[src/core/cifs_pkg.sv]
// Overview of operation
// - each hardware-settable interrupt flag is set only by the controller and holds until software clears it.
// - a CAN bus error sets the bus error flag at bit 13 of the low interrupt register.
// - an internal system error sets the system error flag at bit 12 of the low interrupt register.
// - when the current mode becomes equal to the requested mode the mode change flag at bit 3 sets.
// - a time base counter overflow sets the timebase overflow flag at bit 2.
// - a 32-bit base address split over high and low registers locates the event FIFO and objects.
// - the aborted bit at bit 7 reads 1 after an aborted transmission and 0 after a successful one.
// - lost arbitration and transmit error bits change only on completion, abort or FIFO reset.
// - the aborted bit is reset by any read of the FIFO status register and by a queue reset.
// - the aborted bit is also cleared when a transmit request is set or by a serial write.
// - in receive direction the overflow flag at bit 3 sets on overflow; in transmit it reads 0.
package cifs_pkg;
  // ------------------------------------------------------------
  // register word addresses
  // ------------------------------------------------------------
  localparam logic [3:0] ADDR_INT_FLAGS = 4'h0;
  localparam logic [3:0] ADDR_INT_MASK = 4'h1;
  localparam logic [3:0] ADDR_BASE_HIGH = 4'h2;
  localparam logic [3:0] ADDR_BASE_LOW = 4'h3;
  localparam logic [3:0] ADDR_FIFO_STATUS = 4'h4;
  // ------------------------------------------------------------
  // field positions
  // ------------------------------------------------------------
  localparam int BIT_INVALID_MSG = 15;
  localparam int BIT_WAKEUP = 14;
  localparam int BIT_BUS_ERR = 13;
  localparam int BIT_SYS_ERR = 12;
  localparam int BIT_MODE_CHG = 3;
  localparam int BIT_TB_OVF = 2;
  localparam int BIT_ABORTED = 7;
  localparam int BIT_LOST_ARB = 6;
  localparam int BIT_TX_ERR = 5;
  localparam int BIT_RX_OVF = 3;
  localparam int IDX_LSB = 8;
  localparam logic [15:0] INT_SET_MASK = 16'hf00c;
  localparam logic [15:0] RESET_ZERO = 16'h0000;
  localparam int MODE_W = 3;
  localparam int IDX_W = 5;
  // ------------------------------------------------------------
  // event carrier
  // ------------------------------------------------------------
  typedef struct packed {
    logic invalidMsg;
    logic busWakeup;
    logic busError;
    logic systemError;
    logic timebaseOverflow;
  } cifs_events_t;
  typedef struct packed {
    logic txDone;
    logic txAbort;
    logic lostArb;
    logic txError;
    logic fifoReset;
    logic queueReset;
    logic txRequestSet;
    logic serialWriteClr;
    logic rxOverflow;
    logic advance;
  } cifs_fifo_ev_t;
endpackage : cifs_pkg

[src/core/cifs_top.sv]
`timescale 1ns/10ps
module cifs_top (
  input wire logic clk,
  input wire logic rst_n,
  input wire logic [3:0] avs_address,
  input wire logic avs_read,
  input wire logic avs_write,
  input wire logic [31:0] avs_writedata,
  output logic [31:0] avs_readdata,
  output logic avs_waitrequest,
  input wire cifs_pkg::cifs_events_t events,
  input wire cifs_pkg::cifs_fifo_ev_t fifoEvents,
  input wire logic fifoDirectionTransmit,
  input wire logic [cifs_pkg::MODE_W-1:0] currentOperatingMode,
  input wire logic [cifs_pkg::MODE_W-1:0] requestedOperatingMode,
  output logic [31:0] messageMemoryBase,
  output logic irq
);
  import cifs_pkg::*;

  logic [1:0] rstSync_q;
  logic rstn;
  logic [15:0] intFlags_q;
  logic [15:0] intMask_q;
  logic [15:0] baseHigh_q;
  logic [15:0] baseLow_q;
  logic aborted_q;
  logic lostArb_q;
  logic transmit_error_status_q;
  logic rxOvf_q;
  logic [IDX_W-1:0] msgIndex_q;
  logic [MODE_W-1:0] modePrev_q;
  logic ack_q;
  logic [15:0] intSet_d;
  logic [15:0] fifoStatus;
  logic wrStrobe;
  logic rdStrobe;
  logic modeMatch;

  // ------------------------------------------------------------
  // reset release
  // ------------------------------------------------------------
  // two stages so release never lands near an edge
  always_ff @(posedge clk or negedge rst_n) begin
    if (!rst_n) begin
      rstSync_q <= 2'b00;
    end else begin
      rstSync_q <= {rstSync_q[0], 1'b1};
    end
  end
  assign rstn = rstSync_q[1];

  // ------------------------------------------------------------
  // bus handshake
  // ------------------------------------------------------------
  // one wait cycle per access; strobes fire on the acknowledging edge
  assign wrStrobe = avs_write && ack_q;
  assign rdStrobe = avs_read && ack_q;
  always_ff @(posedge clk or negedge rstn) begin
    if (!rstn) begin
      ack_q <= 1'b0;
    end else begin
      ack_q <= (avs_read || avs_write) && !ack_q;
    end
  end
  // registered copy of the inverse of the next ack, so the pin comes from a flop
  always_ff @(posedge clk or negedge rstn) begin
    if (!rstn) begin
      avs_waitrequest <= 1'b1;
    end else begin
      avs_waitrequest <= !((avs_read || avs_write) && !ack_q);
    end
  end

  // ------------------------------------------------------------
  // interrupt flags
  // ------------------------------------------------------------
  // mode change counts only on the cycle the current mode changes to equal the requested mode
  assign modeMatch = (currentOperatingMode == requestedOperatingMode)
                     && (modePrev_q != currentOperatingMode);
  always_comb begin
    intSet_d = RESET_ZERO;
    intSet_d[BIT_INVALID_MSG] = events.invalidMsg;
    intSet_d[BIT_WAKEUP] = events.busWakeup;
    intSet_d[BIT_BUS_ERR] = events.busError;
    intSet_d[BIT_SYS_ERR] = events.systemError;
    intSet_d[BIT_MODE_CHG] = modeMatch;
    intSet_d[BIT_TB_OVF] = events.timebaseOverflow;
  end
  always_ff @(posedge clk or negedge rstn) begin
    if (!rstn) begin
      modePrev_q <= '0;
    end else begin
      modePrev_q <= currentOperatingMode;
    end
  end
  // write-one-to-clear; a set in the same cycle wins
  always_ff @(posedge clk or negedge rstn) begin
    if (!rstn) begin
      intFlags_q <= RESET_ZERO;
    end else begin
      if (wrStrobe && avs_address == ADDR_INT_FLAGS) begin
        intFlags_q <= ((intFlags_q & ~avs_writedata[15:0]) | intSet_d) & INT_SET_MASK;
      end else begin
        intFlags_q <= (intFlags_q | intSet_d) & INT_SET_MASK;
      end
    end
  end
  always_ff @(posedge clk or negedge rstn) begin
    if (!rstn) begin
      intMask_q <= RESET_ZERO;
    end else if (wrStrobe && avs_address == ADDR_INT_MASK) begin
      intMask_q <= avs_writedata[15:0] & INT_SET_MASK;
    end
  end
  always_ff @(posedge clk or negedge rstn) begin
    if (!rstn) begin
      irq <= 1'b0;
    end else begin
      irq <= |(intFlags_q & intMask_q);
    end
  end

  // ------------------------------------------------------------
  // message memory base
  // ------------------------------------------------------------
  always_ff @(posedge clk or negedge rstn) begin
    if (!rstn) begin
      baseHigh_q <= RESET_ZERO;
      baseLow_q <= RESET_ZERO;
    end else if (wrStrobe) begin
      if (avs_address == ADDR_BASE_HIGH) begin
        baseHigh_q <= avs_writedata[15:0];
      end
      if (avs_address == ADDR_BASE_LOW) begin
        baseLow_q <= avs_writedata[15:0];
      end
    end
  end
  always_ff @(posedge clk or negedge rstn) begin
    if (!rstn) begin
      messageMemoryBase <= '0;
    end else begin
      messageMemoryBase <= {baseHigh_q, baseLow_q};
    end
  end

  // ------------------------------------------------------------
  // transmit outcome status
  // ------------------------------------------------------------
  // outcome event beats the clears of the same cycle
  always_ff @(posedge clk or negedge rstn) begin
    if (!rstn) begin
      aborted_q <= 1'b0;
    end else if (fifoEvents.txAbort) begin
      aborted_q <= 1'b1;
    end else if (fifoEvents.txDone) begin
      aborted_q <= 1'b0;
    end else if ((rdStrobe && avs_address == ADDR_FIFO_STATUS) || fifoEvents.queueReset) begin
      aborted_q <= 1'b0;
    end else if (fifoEvents.txRequestSet || fifoEvents.serialWriteClr) begin
      aborted_q <= 1'b0;
    end
  end
  always_ff @(posedge clk or negedge rstn) begin
    if (!rstn) begin
      lostArb_q <= 1'b0;
      transmit_error_status_q <= 1'b0;
    end else if (fifoEvents.fifoReset) begin
      lostArb_q <= 1'b0;
      transmit_error_status_q <= 1'b0;
    end else if (fifoEvents.txDone || fifoEvents.txAbort) begin
      lostArb_q <= fifoEvents.lostArb;
      transmit_error_status_q <= fifoEvents.txError;
    end
  end

  // ------------------------------------------------------------
  // receive overflow and message index
  // ------------------------------------------------------------
  always_ff @(posedge clk or negedge rstn) begin
    if (!rstn) begin
      rxOvf_q <= 1'b0;
    end else if (fifoDirectionTransmit || fifoEvents.fifoReset) begin
      rxOvf_q <= 1'b0;
    end else if (fifoEvents.rxOverflow) begin
      rxOvf_q <= 1'b1;
    end else if (wrStrobe && avs_address == ADDR_FIFO_STATUS && avs_writedata[BIT_RX_OVF]) begin
      rxOvf_q <= 1'b0;
    end
  end
  // index wraps at the field width; sizing to a shallower fifo is left outside
  always_ff @(posedge clk or negedge rstn) begin
    if (!rstn) begin
      msgIndex_q <= '0;
    end else if (fifoEvents.fifoReset) begin
      msgIndex_q <= '0;
    end else if (fifoEvents.advance) begin
      msgIndex_q <= msgIndex_q + 5'h01;
    end
  end

  // ------------------------------------------------------------
  // read data
  // ------------------------------------------------------------
  always_comb begin
    fifoStatus = RESET_ZERO;
    fifoStatus[IDX_LSB +: IDX_W] = msgIndex_q;
    fifoStatus[BIT_ABORTED] = aborted_q;
    fifoStatus[BIT_LOST_ARB] = lostArb_q;
    fifoStatus[BIT_TX_ERR] = transmit_error_status_q;
    fifoStatus[BIT_RX_OVF] = rxOvf_q && !fifoDirectionTransmit;
  end
  always_ff @(posedge clk or negedge rstn) begin
    if (!rstn) begin
      avs_readdata <= '0;
    end else if (avs_read && !ack_q) begin
      unique case (avs_address)
        ADDR_INT_FLAGS: avs_readdata <= {16'h0000, intFlags_q};
        ADDR_INT_MASK: avs_readdata <= {16'h0000, intMask_q};
        ADDR_BASE_HIGH: avs_readdata <= {16'h0000, baseHigh_q};
        ADDR_BASE_LOW: avs_readdata <= {16'h0000, baseLow_q};
        ADDR_FIFO_STATUS: avs_readdata <= {16'h0000, fifoStatus};
        default: avs_readdata <= 32'h00000000;
      endcase
    end
  end
endmodule : cifs_top

[config.mk]
export PLATFORM = sky130hd
export DESIGN_NAME = cifs_top
export DESIGN_NICKNAME = d
export VERILOG_FILES = /design/src/core/cifs_pkg.sv /design/src/core/cifs_top.sv
export SDC_FILE = /design/constraint.sdc
export NUM_CORES = 1
export LEC_CHECK = 0
export ABC_AREA = 1
export ABC_CLOCK_PERIOD_IN_PS = 3550
export BUFFER_PORTS_ARGS = -buffer_cell sky130_fd_sc_hd__buf_2
export CORE_MARGIN = 2
export CORE_UTILIZATION = 45
export CTS_CLUSTER_DIAMETER = 200
export DETAILED_ROUTE_END_ITERATION = 8
export PLACE_DENSITY = 0.85
export SYNTH_ARGS = -nofsm -noshare
export SYNTH_HDL_FRONTEND = slang
export SYNTH_SLANG_ARGS = --single-unit
[constraint.sdc]
create_clock -name clk -period 3.55 [get_ports clk]
set_clock_uncertainty 0.1 [all_clocks]
set_input_delay 0.1775 -clock clk [delete_from_list [all_inputs] [get_ports clk]]
set_output_delay 0.1775 -clock clk [all_outputs]
set_load 0.02 [all_outputs]
==> results of run 1 <==
-- worst max-delay path, delay by kind of cell --
kind	cells	cell delay [ps]
buf+inv	4	1230
simple gates	3	810
-- kinds of logic (layout without fill, tap and decap cells) --
kind of cell             Yosys count  count (layout)  synth area share [%]
flip-flops                       109             109                  60.2
buffers and inverters             72             187                  8.78
XOR/XNOR                           5               5                 0.966
AO/OA/AOI/OAI                     59              59                  9.41
other                              2              18                 0.166
adder cells (fa/ha/maj)            1               1                 0.276
AND/OR/NAND/NOR                  210             210                  20.2
-- flip-flops by register name (all words and copies together), names as in the netlist, 3 cells and up --
signal,count
avs_readdata,16
baseHigh_q,16
baseLow_q,16
intFlags_q,6
intMask_q,6
messageMemoryBase,32
modePrev_q,3
msgIndex_q,5
-- final cells by class --
cell class / count / area, sq um
fill: 856 / 4250
tap: 133 / 166
sequential: 109 / 2730
clock inverter: 5 / 58.8
antenna: 1 / 2.50
inverter: 42 / 158
multi-input combinational: 292 / 1460
clock buffer: 11 / 141
timing repair buffer: 129 / 808
-- power breakdown --
group	switching (mW)	leakage, nW	internal [mW]
Combinational	0.330	1.45	0.197
Clock	0.412	0.0960	0.347
Sequential	0.125	1.40	1.43
-- worst paths after layout --
path,depth (start not counted),start,end
worst max-delay path,7,avs_read,avs_readdata[12]
min in group asynchronous,0,rstSync_q[1],avs_readdata[8]
worst max register to register,4,ack_q,avs_readdata[12]
worst min-delay path,3,avs_writedata[14],baseLow_q[14]
worst min register to register,0,rstSync_q[0],rstSync_q[1]
max in group asynchronous,1,rstSync_q[1],messageMemoryBase[15]
-- metal layers --
metal / part of all wire (%) / wire length (um) / vias up / global-route usage (%)
li1: - / - / 1681 / -
met1: 42 / 4330 / 1658 / 24.0
met2: 48 / 4900 / 129 / 32.0
met3: 6.1 / 623 / 29 / 4.07
met4: 3.6 / 371 / 0 / 11.7
met5: 0 / 0 / - / 0
-- cells in the mapped netlist --
cell type / n
sky130_fd_sc_hd__nor3_2: 1
sky130_fd_sc_hd__nor2_4: 3
sky130_fd_sc_hd__a21oi_1: 6
sky130_fd_sc_hd__nand2_2: 2
sky130_fd_sc_hd__nand3_1: 45
sky130_fd_sc_hd__conb_1: 2
sky130_fd_sc_hd__inv_2: 2
sky130_fd_sc_hd__o21bai_1: 1
sky130_fd_sc_hd__o21ai_2: 32
sky130_fd_sc_hd__nor3_1: 5
sky130_fd_sc_hd__nand4_1: 6
sky130_fd_sc_hd__nor2_2: 3
sky130_fd_sc_hd__a31oi_1: 1
sky130_fd_sc_hd__a22o_1: 2
sky130_fd_sc_hd__ha_1: 1
sky130_fd_sc_hd__dfstp_2: 1
sky130_fd_sc_hd__o21ai_0: 11
sky130_fd_sc_hd__buf_4: 19
sky130_fd_sc_hd__xnor2_1: 4
sky130_fd_sc_hd__nor2_1: 12
sky130_fd_sc_hd__buf_6: 7
sky130_fd_sc_hd__buf_2: 3
sky130_fd_sc_hd__dfrtp_1: 108
sky130_fd_sc_hd__xor2_1: 1
sky130_fd_sc_hd__inv_1: 40
sky130_fd_sc_hd__nand2_4: 1
sky130_fd_sc_hd__clkbuf_1: 1
sky130_fd_sc_hd__nand2_1: 132
sky130_fd_sc_hd__o21ai_1: 6
-- repair_timing --
item                                    CTS  global route
hold buffers                             31             0
buffers inserted                          0             0
hold endpoints to repair                 37             0
endpoints found under the setup margin    0             0
==> results.txt, run 1 <==
----------------------------------------------------
[Outcome]
  Run status ... completed

[Final layout]
  Commonest non-fill, non-tap cell in the layout ... sky130_fd_sc_hd__nand2_1
  Final nets ... 646
  Non-Filler Instances ... 722
  Design area ... 0.00553 sq mm
  Final core utilization ... 56.6%
  Relative area change from synthesis to final layout ... 22.0%
  Fraction of layout cells with a size suffix above 1 ... 27.0%
  Commonest cells after routing, fill and taps aside ... sky130_fd_sc_hd__nand2_1, sky130_fd_sc_hd__dfrtp_1, sky130_fd_sc_hd__buf_2

[Clock tree]
  CTS tree ... built
  Post-cts resize count ... 0
  Maximum clock insertion buffer count ... 2
  CTS root buffer ... sky130_fd_sc_hd__clkbuf_8
  Clock transition at the registers of the reported paths ... 100 ps
  Total clock buffers created by CTS ... 9
  Maximum level of the CTS H-tree ... 3
  Clock insertion delay at the later pin of the skew report ... 380 ps
  Clk sinks ... 109

[Route]
  Post-Route WL ... 10.2 mm
  Detailed-routing iteration count for the pre-antenna-repair pass ... 4
  Via-to-Cell Ratio ... 4.84
  Via count ... 3,497
  Per-cell routed wire length ... 14.2 um
  Number of DRC violations after detailed routing ... 0
  Drt first-iter violations ... 239
  Number of nets with antenna violations after routing ... 0

[Synthesis]
  Most area-hungry cell type in the Yosys netlist ... sky130_fd_sc_hd__dfrtp_1
  Cells taking the most area after synthesis ... sky130_fd_sc_hd__dfrtp_1, sky130_fd_sc_hd__nand2_1, sky130_fd_sc_hd__o21ai_2
  Yosys Warn Count ... 0
  Number of storage elements in the synthesis netlist ... 109
  Distinct cells, synth ... 29
  Synthesized instance count ... 458
  Register area share after synthesis ... 60.2%
  Mean Syn Cell Area ... 9.89 sq um
  Share of the synthesized area in the top cell type ... 59.6%
  Netlist area before placement ... 0.00453 sq mm

[Die]
  Overall die width ... 104 um
  Core area ... 0.00977 sq mm
  Total I/O pin count ... 128
  Die Y ... 104 um
  Die area ... 0.0109 sq mm
  Initial core utilization ... 46.4%
  Standard-cell row count ... 36

[Timing]
  TNS Setup ... 0 ps
  Setup ws final ... 1500 ps
  Final Critical Period ... 2050 ps
  RSZ-0062 raised after global routing ... false
  Maximum clock frequency ... 0.487 GHz
  Transition time at the pin with the least slew margin ... 1060 ps
  Final critical-path share of the clock period ... 57.9%
  Number of pins with negative max-slew slack in the final report ... 0
  Final setup fails ... 0
  Endpoints failing hold ... 0
  Worst-case hold slack ... 12.8 ps
  Normalized max-slew margin ... 29.3%

[Critical path]
  Critical Path Sink Type ... flop
  Critical-path maximum fanout ... 17
  Class of the most critical setup path ... in -> reg
  Crit start category ... primary input
  Critical Path AT ... 2220 ps
  Largest stage delay on the critical path ... 590 ps
  Cells along the critical path ... dlygate4sd3_1 -> buf_2 -> inv_1 -> nor2_2 -> inv_1 -> nand2_1 -> nand2_1
  Register-to-register setup slack ... 1560 ps
  Data required time of the critical path ... 3720 ps
  Slowest cell on the critical path ... sky130_fd_sc_hd__nor2_2

[Placement]
  Cell area after placement ... 0.00502 sq mm
  Gpl congestion ... 0.793
  Cell count after placement ... 674
  IO buf count ... 95
  Dpl hpwl ... 6.77 mm
  Setup slack after placement ... 1550 ps

[GRT]
  Number of global-route vias before repair ... 3,530
  Maximum number of pins on one net before global-route repair ... 87
  Global-route wire length before repair ... 16.7 mm
  Aggregate global routing overflow ... 0
  Initial antenna violation count ... 1
  GRT Util Overall ... 19.6%

[Flow run]
  Max capacitance violation total ... 0

[Pwr]
  Total power draw ... 2.84 mW
  Pwr per Cell Area ... 514 mW/mm^2
  Leakage component of the power ... 2.94 nW
  Maximum ir drop on the vdd rail ... 0.212 mV

[Min path]
  Min-delay worst type ... in -> reg

----------------------------------------------------
Power figures use the tool's default switching activity.
==> run 2: changes to the inputs <==
- ABC_CLOCK_PERIOD_IN_PS: 3550 -> 1800
- clock period: 3.55 -> 1.8 ns (I/O delays scaled with it)
==> run 2 against run 1 <==
  * Critical path depth shrank 1
  * Final area is 2.9% higher
  * Hold slack better by 63 ps
  * Register-to-register slack worse by 1400 ps
  * Routed wire length down 2.4%
  * Critical endpoint is now rxOvf_q
==> results.txt, run 2 (synthesized netlist as in run 1, its figures left out) <==
----------------------------------------------------
[Pwr]
  Pwr per Cell Area ... 1010 mW/mm^2 (+97%)
  Leakage component of the power ... 3.02 nW (+2.5%)
  Maximum ir drop on the vdd rail ... 0.607 mV (+190%)
  Total power draw ... 5.77 mW (+100%)

[Min path]
  Min-delay worst type ... in -> reg
  Worst Min Path Start ... requestedOperatingMode[1]
  Hold Path End ... intFlags_q[3]
  Count of cells along the worst hold path ... 5 (+2)

[Timing]
  Normalized max-slew margin ... 61.2% (+32 points)
  Final critical-path share of the clock period ... 91.8%
  Number of pins with negative max-slew slack in the final report ... 0 (unchanged)
  RSZ-0062 raised after global routing ... false
  Transition time at the pin with the least slew margin ... 581 ps (-480 ps)
  Endpoints failing hold ... 0 (unchanged)
  TNS Setup ... 0 ps (unchanged)
  Final setup fails ... 0 (unchanged)
  Final Critical Period ... 1650 ps
  Setup ws final ... 147 ps (-1350 ps)
  Maximum clock frequency ... 0.605 GHz

[GRT]
  GRT Util Overall ... 19.4% (-0.23 points)
  Number of global-route vias before repair ... 3,491 (-1.1%)
  Initial antenna violation count ... 2 (+1)
  Aggregate global routing overflow ... 0 (unchanged)
  Global-route wire length before repair ... 17.1 mm (+2.0%)
  Maximum number of pins on one net before global-route repair ... 108 (+24%)

[Placement]
  Dpl hpwl ... 6.87 mm (+1.4%)
  IO buf count ... 95 (unchanged)
  Setup slack after placement ... 224 ps (-1320 ps)
  Gpl congestion ... 0.826 (+4.2%)

[Die]
  Die Y ... 104 um (unchanged)
  Total I/O pin count ... 128 (unchanged)
  Die area ... 0.0109 sq mm (unchanged)
  Core area ... 0.00977 sq mm (unchanged)
  Initial core utilization ... 46.4% (unchanged)
  Standard-cell row count ... 36 (unchanged)
  Overall die width ... 104 um (unchanged)

[Clock tree]
  CTS tree ... built
  Clk sinks ... 109 (unchanged)
  Clock insertion delay at the later pin of the skew report ... 360 ps (-20 ps)
  Clock transition at the registers of the reported paths ... 100 ps (about the same)
  Total clock buffers created by CTS ... 9 (unchanged)
  Maximum clock insertion buffer count ... 2 (unchanged)
  CTS root buffer ... sky130_fd_sc_hd__clkbuf_8
  Maximum level of the CTS H-tree ... 3 (unchanged)
  Post-CTS setup buffer count ... 0 (unchanged)

[Final layout]
  Reg with most FFs ... messageMemoryBase
  Max FFs per register ... 32 (unchanged)
  Fraction of layout cells with a size suffix above 1 ... 27.3% (+0.29 points)
  Commonest cells after routing, fill and taps aside ... sky130_fd_sc_hd__nand2_1, sky130_fd_sc_hd__dfrtp_1, sky130_fd_sc_hd__buf_2
  Commonest non-fill, non-tap cell in the layout ... sky130_fd_sc_hd__nand2_1
  Relative area change from synthesis to final layout ... 25.5%
  Final nets ... 658 (+1.9%)

[Route]
  Detailed-routing iteration count for the pre-antenna-repair pass ... 4 (unchanged)
  Number of DRC violations after detailed routing ... 0 (unchanged)
  Post-Route WL ... 9.99 mm (-2.4%)
  Number of nets with antenna violations after routing ... 0 (unchanged)
  Per-cell routed wire length ... 13.6 um (-4.0%)
  Via-to-Cell Ratio ... 4.74 (-2.1%)
  Drt first-iter violations ... 199 (-17%)
  Via count ... 3,479 (-0.51%)

[Critical path]
  Register-to-register setup slack ... 150 ps (-1410 ps)
  Critical Path Sink Type ... flop
  CP startpoint ... ack_q
  Depth of the most critical reg-to-reg path ... 6 (+2)
  Worst flop-to-flop path endpoint ... rxOvf_q
  Launch instance of the worst register-to-register path ... ack_q
  Class of the most critical setup path ... reg -> reg
  Critical Path AT ... 1790 ps (-430 ps)
  Crit start category ... flop
  Critical-path maximum fanout ... 5 (-12)
  Data required time of the critical path ... 1940 ps (-1780 ps)

[Flow run]
  Max capacitance violation total ... 0 (unchanged)

[Outcome]
  Run status ... completed

----------------------------------------------------
-- run 2: routing by layer --
layer / up-vias / share of wire, % / GRT usage, %
met4: 2 / 1.3 / 5.60
met5: - / 0.11 / 0
li1: 1707 / - / -
met3: 17 / 5.6 / 3.88
met2: 118 / 50 / 32.7
met1: 1635 / 42 / 25.4
-- run 2: repair_timing --
action,in CTS,in global routing
hold buffers,39,0
endpoints found under the hold margin,58,0
setup endpoints to repair,0,1
resized for setup,0,1
-- run 2: metrics by stage --
step                instances  util [%]  cell area, sq um  hold WS (ps)
floorplan                 473         -              4590          -306
global placement          678      51.9              5070          -225
detailed placement        678      51.9              5070          -220
CTS                       733      58.2              5690          59.3
global route              734      58.2              5690           100
finish                    734      58.2              5690          75.7
-- run 2: how the worst max path moves through the flow --
stage,end,cells after the start
2_1_floorplan,aborted_q,0
3_3_place_gp,baseHigh_q[13],8
3_5_place_dp,baseHigh_q[14],8
4_1_cts,rxOvf_q,6
5_1_grt,rxOvf_q,6
6_report,rxOvf_q,6
-- run 2: where the power goes --
part,leakage (nW),switching (mW),internal (mW)
Combinational,1.51,0.687,0.411
Sequential,1.40,0.212,2.82
Clock,0.109,0.837,0.800
Total,3.02,1.74,4.03
-- run 2: cell type report --
type                            count  area [sq um]
Fill cell                         839          4090
Inverter                           42           158
Multi-Input combinational cell    292          1460
Clock buffer                       10           128
Timing Repair Buffer              141           943
Tap cell                          133           166
Antenna cell                        1          2.50
Sequential cell                   109          2730
Clock inverter                      6          96.3
-- run 2: critical path, cell delays in order (launching register included) --
cell and delay [ps]:
sky130_fd_sc_hd__dfrtp_1 390, sky130_fd_sc_hd__nand2_1 80, sky130_fd_sc_hd__inv_2 120, sky130_fd_sc_hd__nand4_1 100
sky130_fd_sc_hd__a21oi_1 150, sky130_fd_sc_hd__nor2_1 50, sky130_fd_sc_hd__dlygate4sd3_1 550
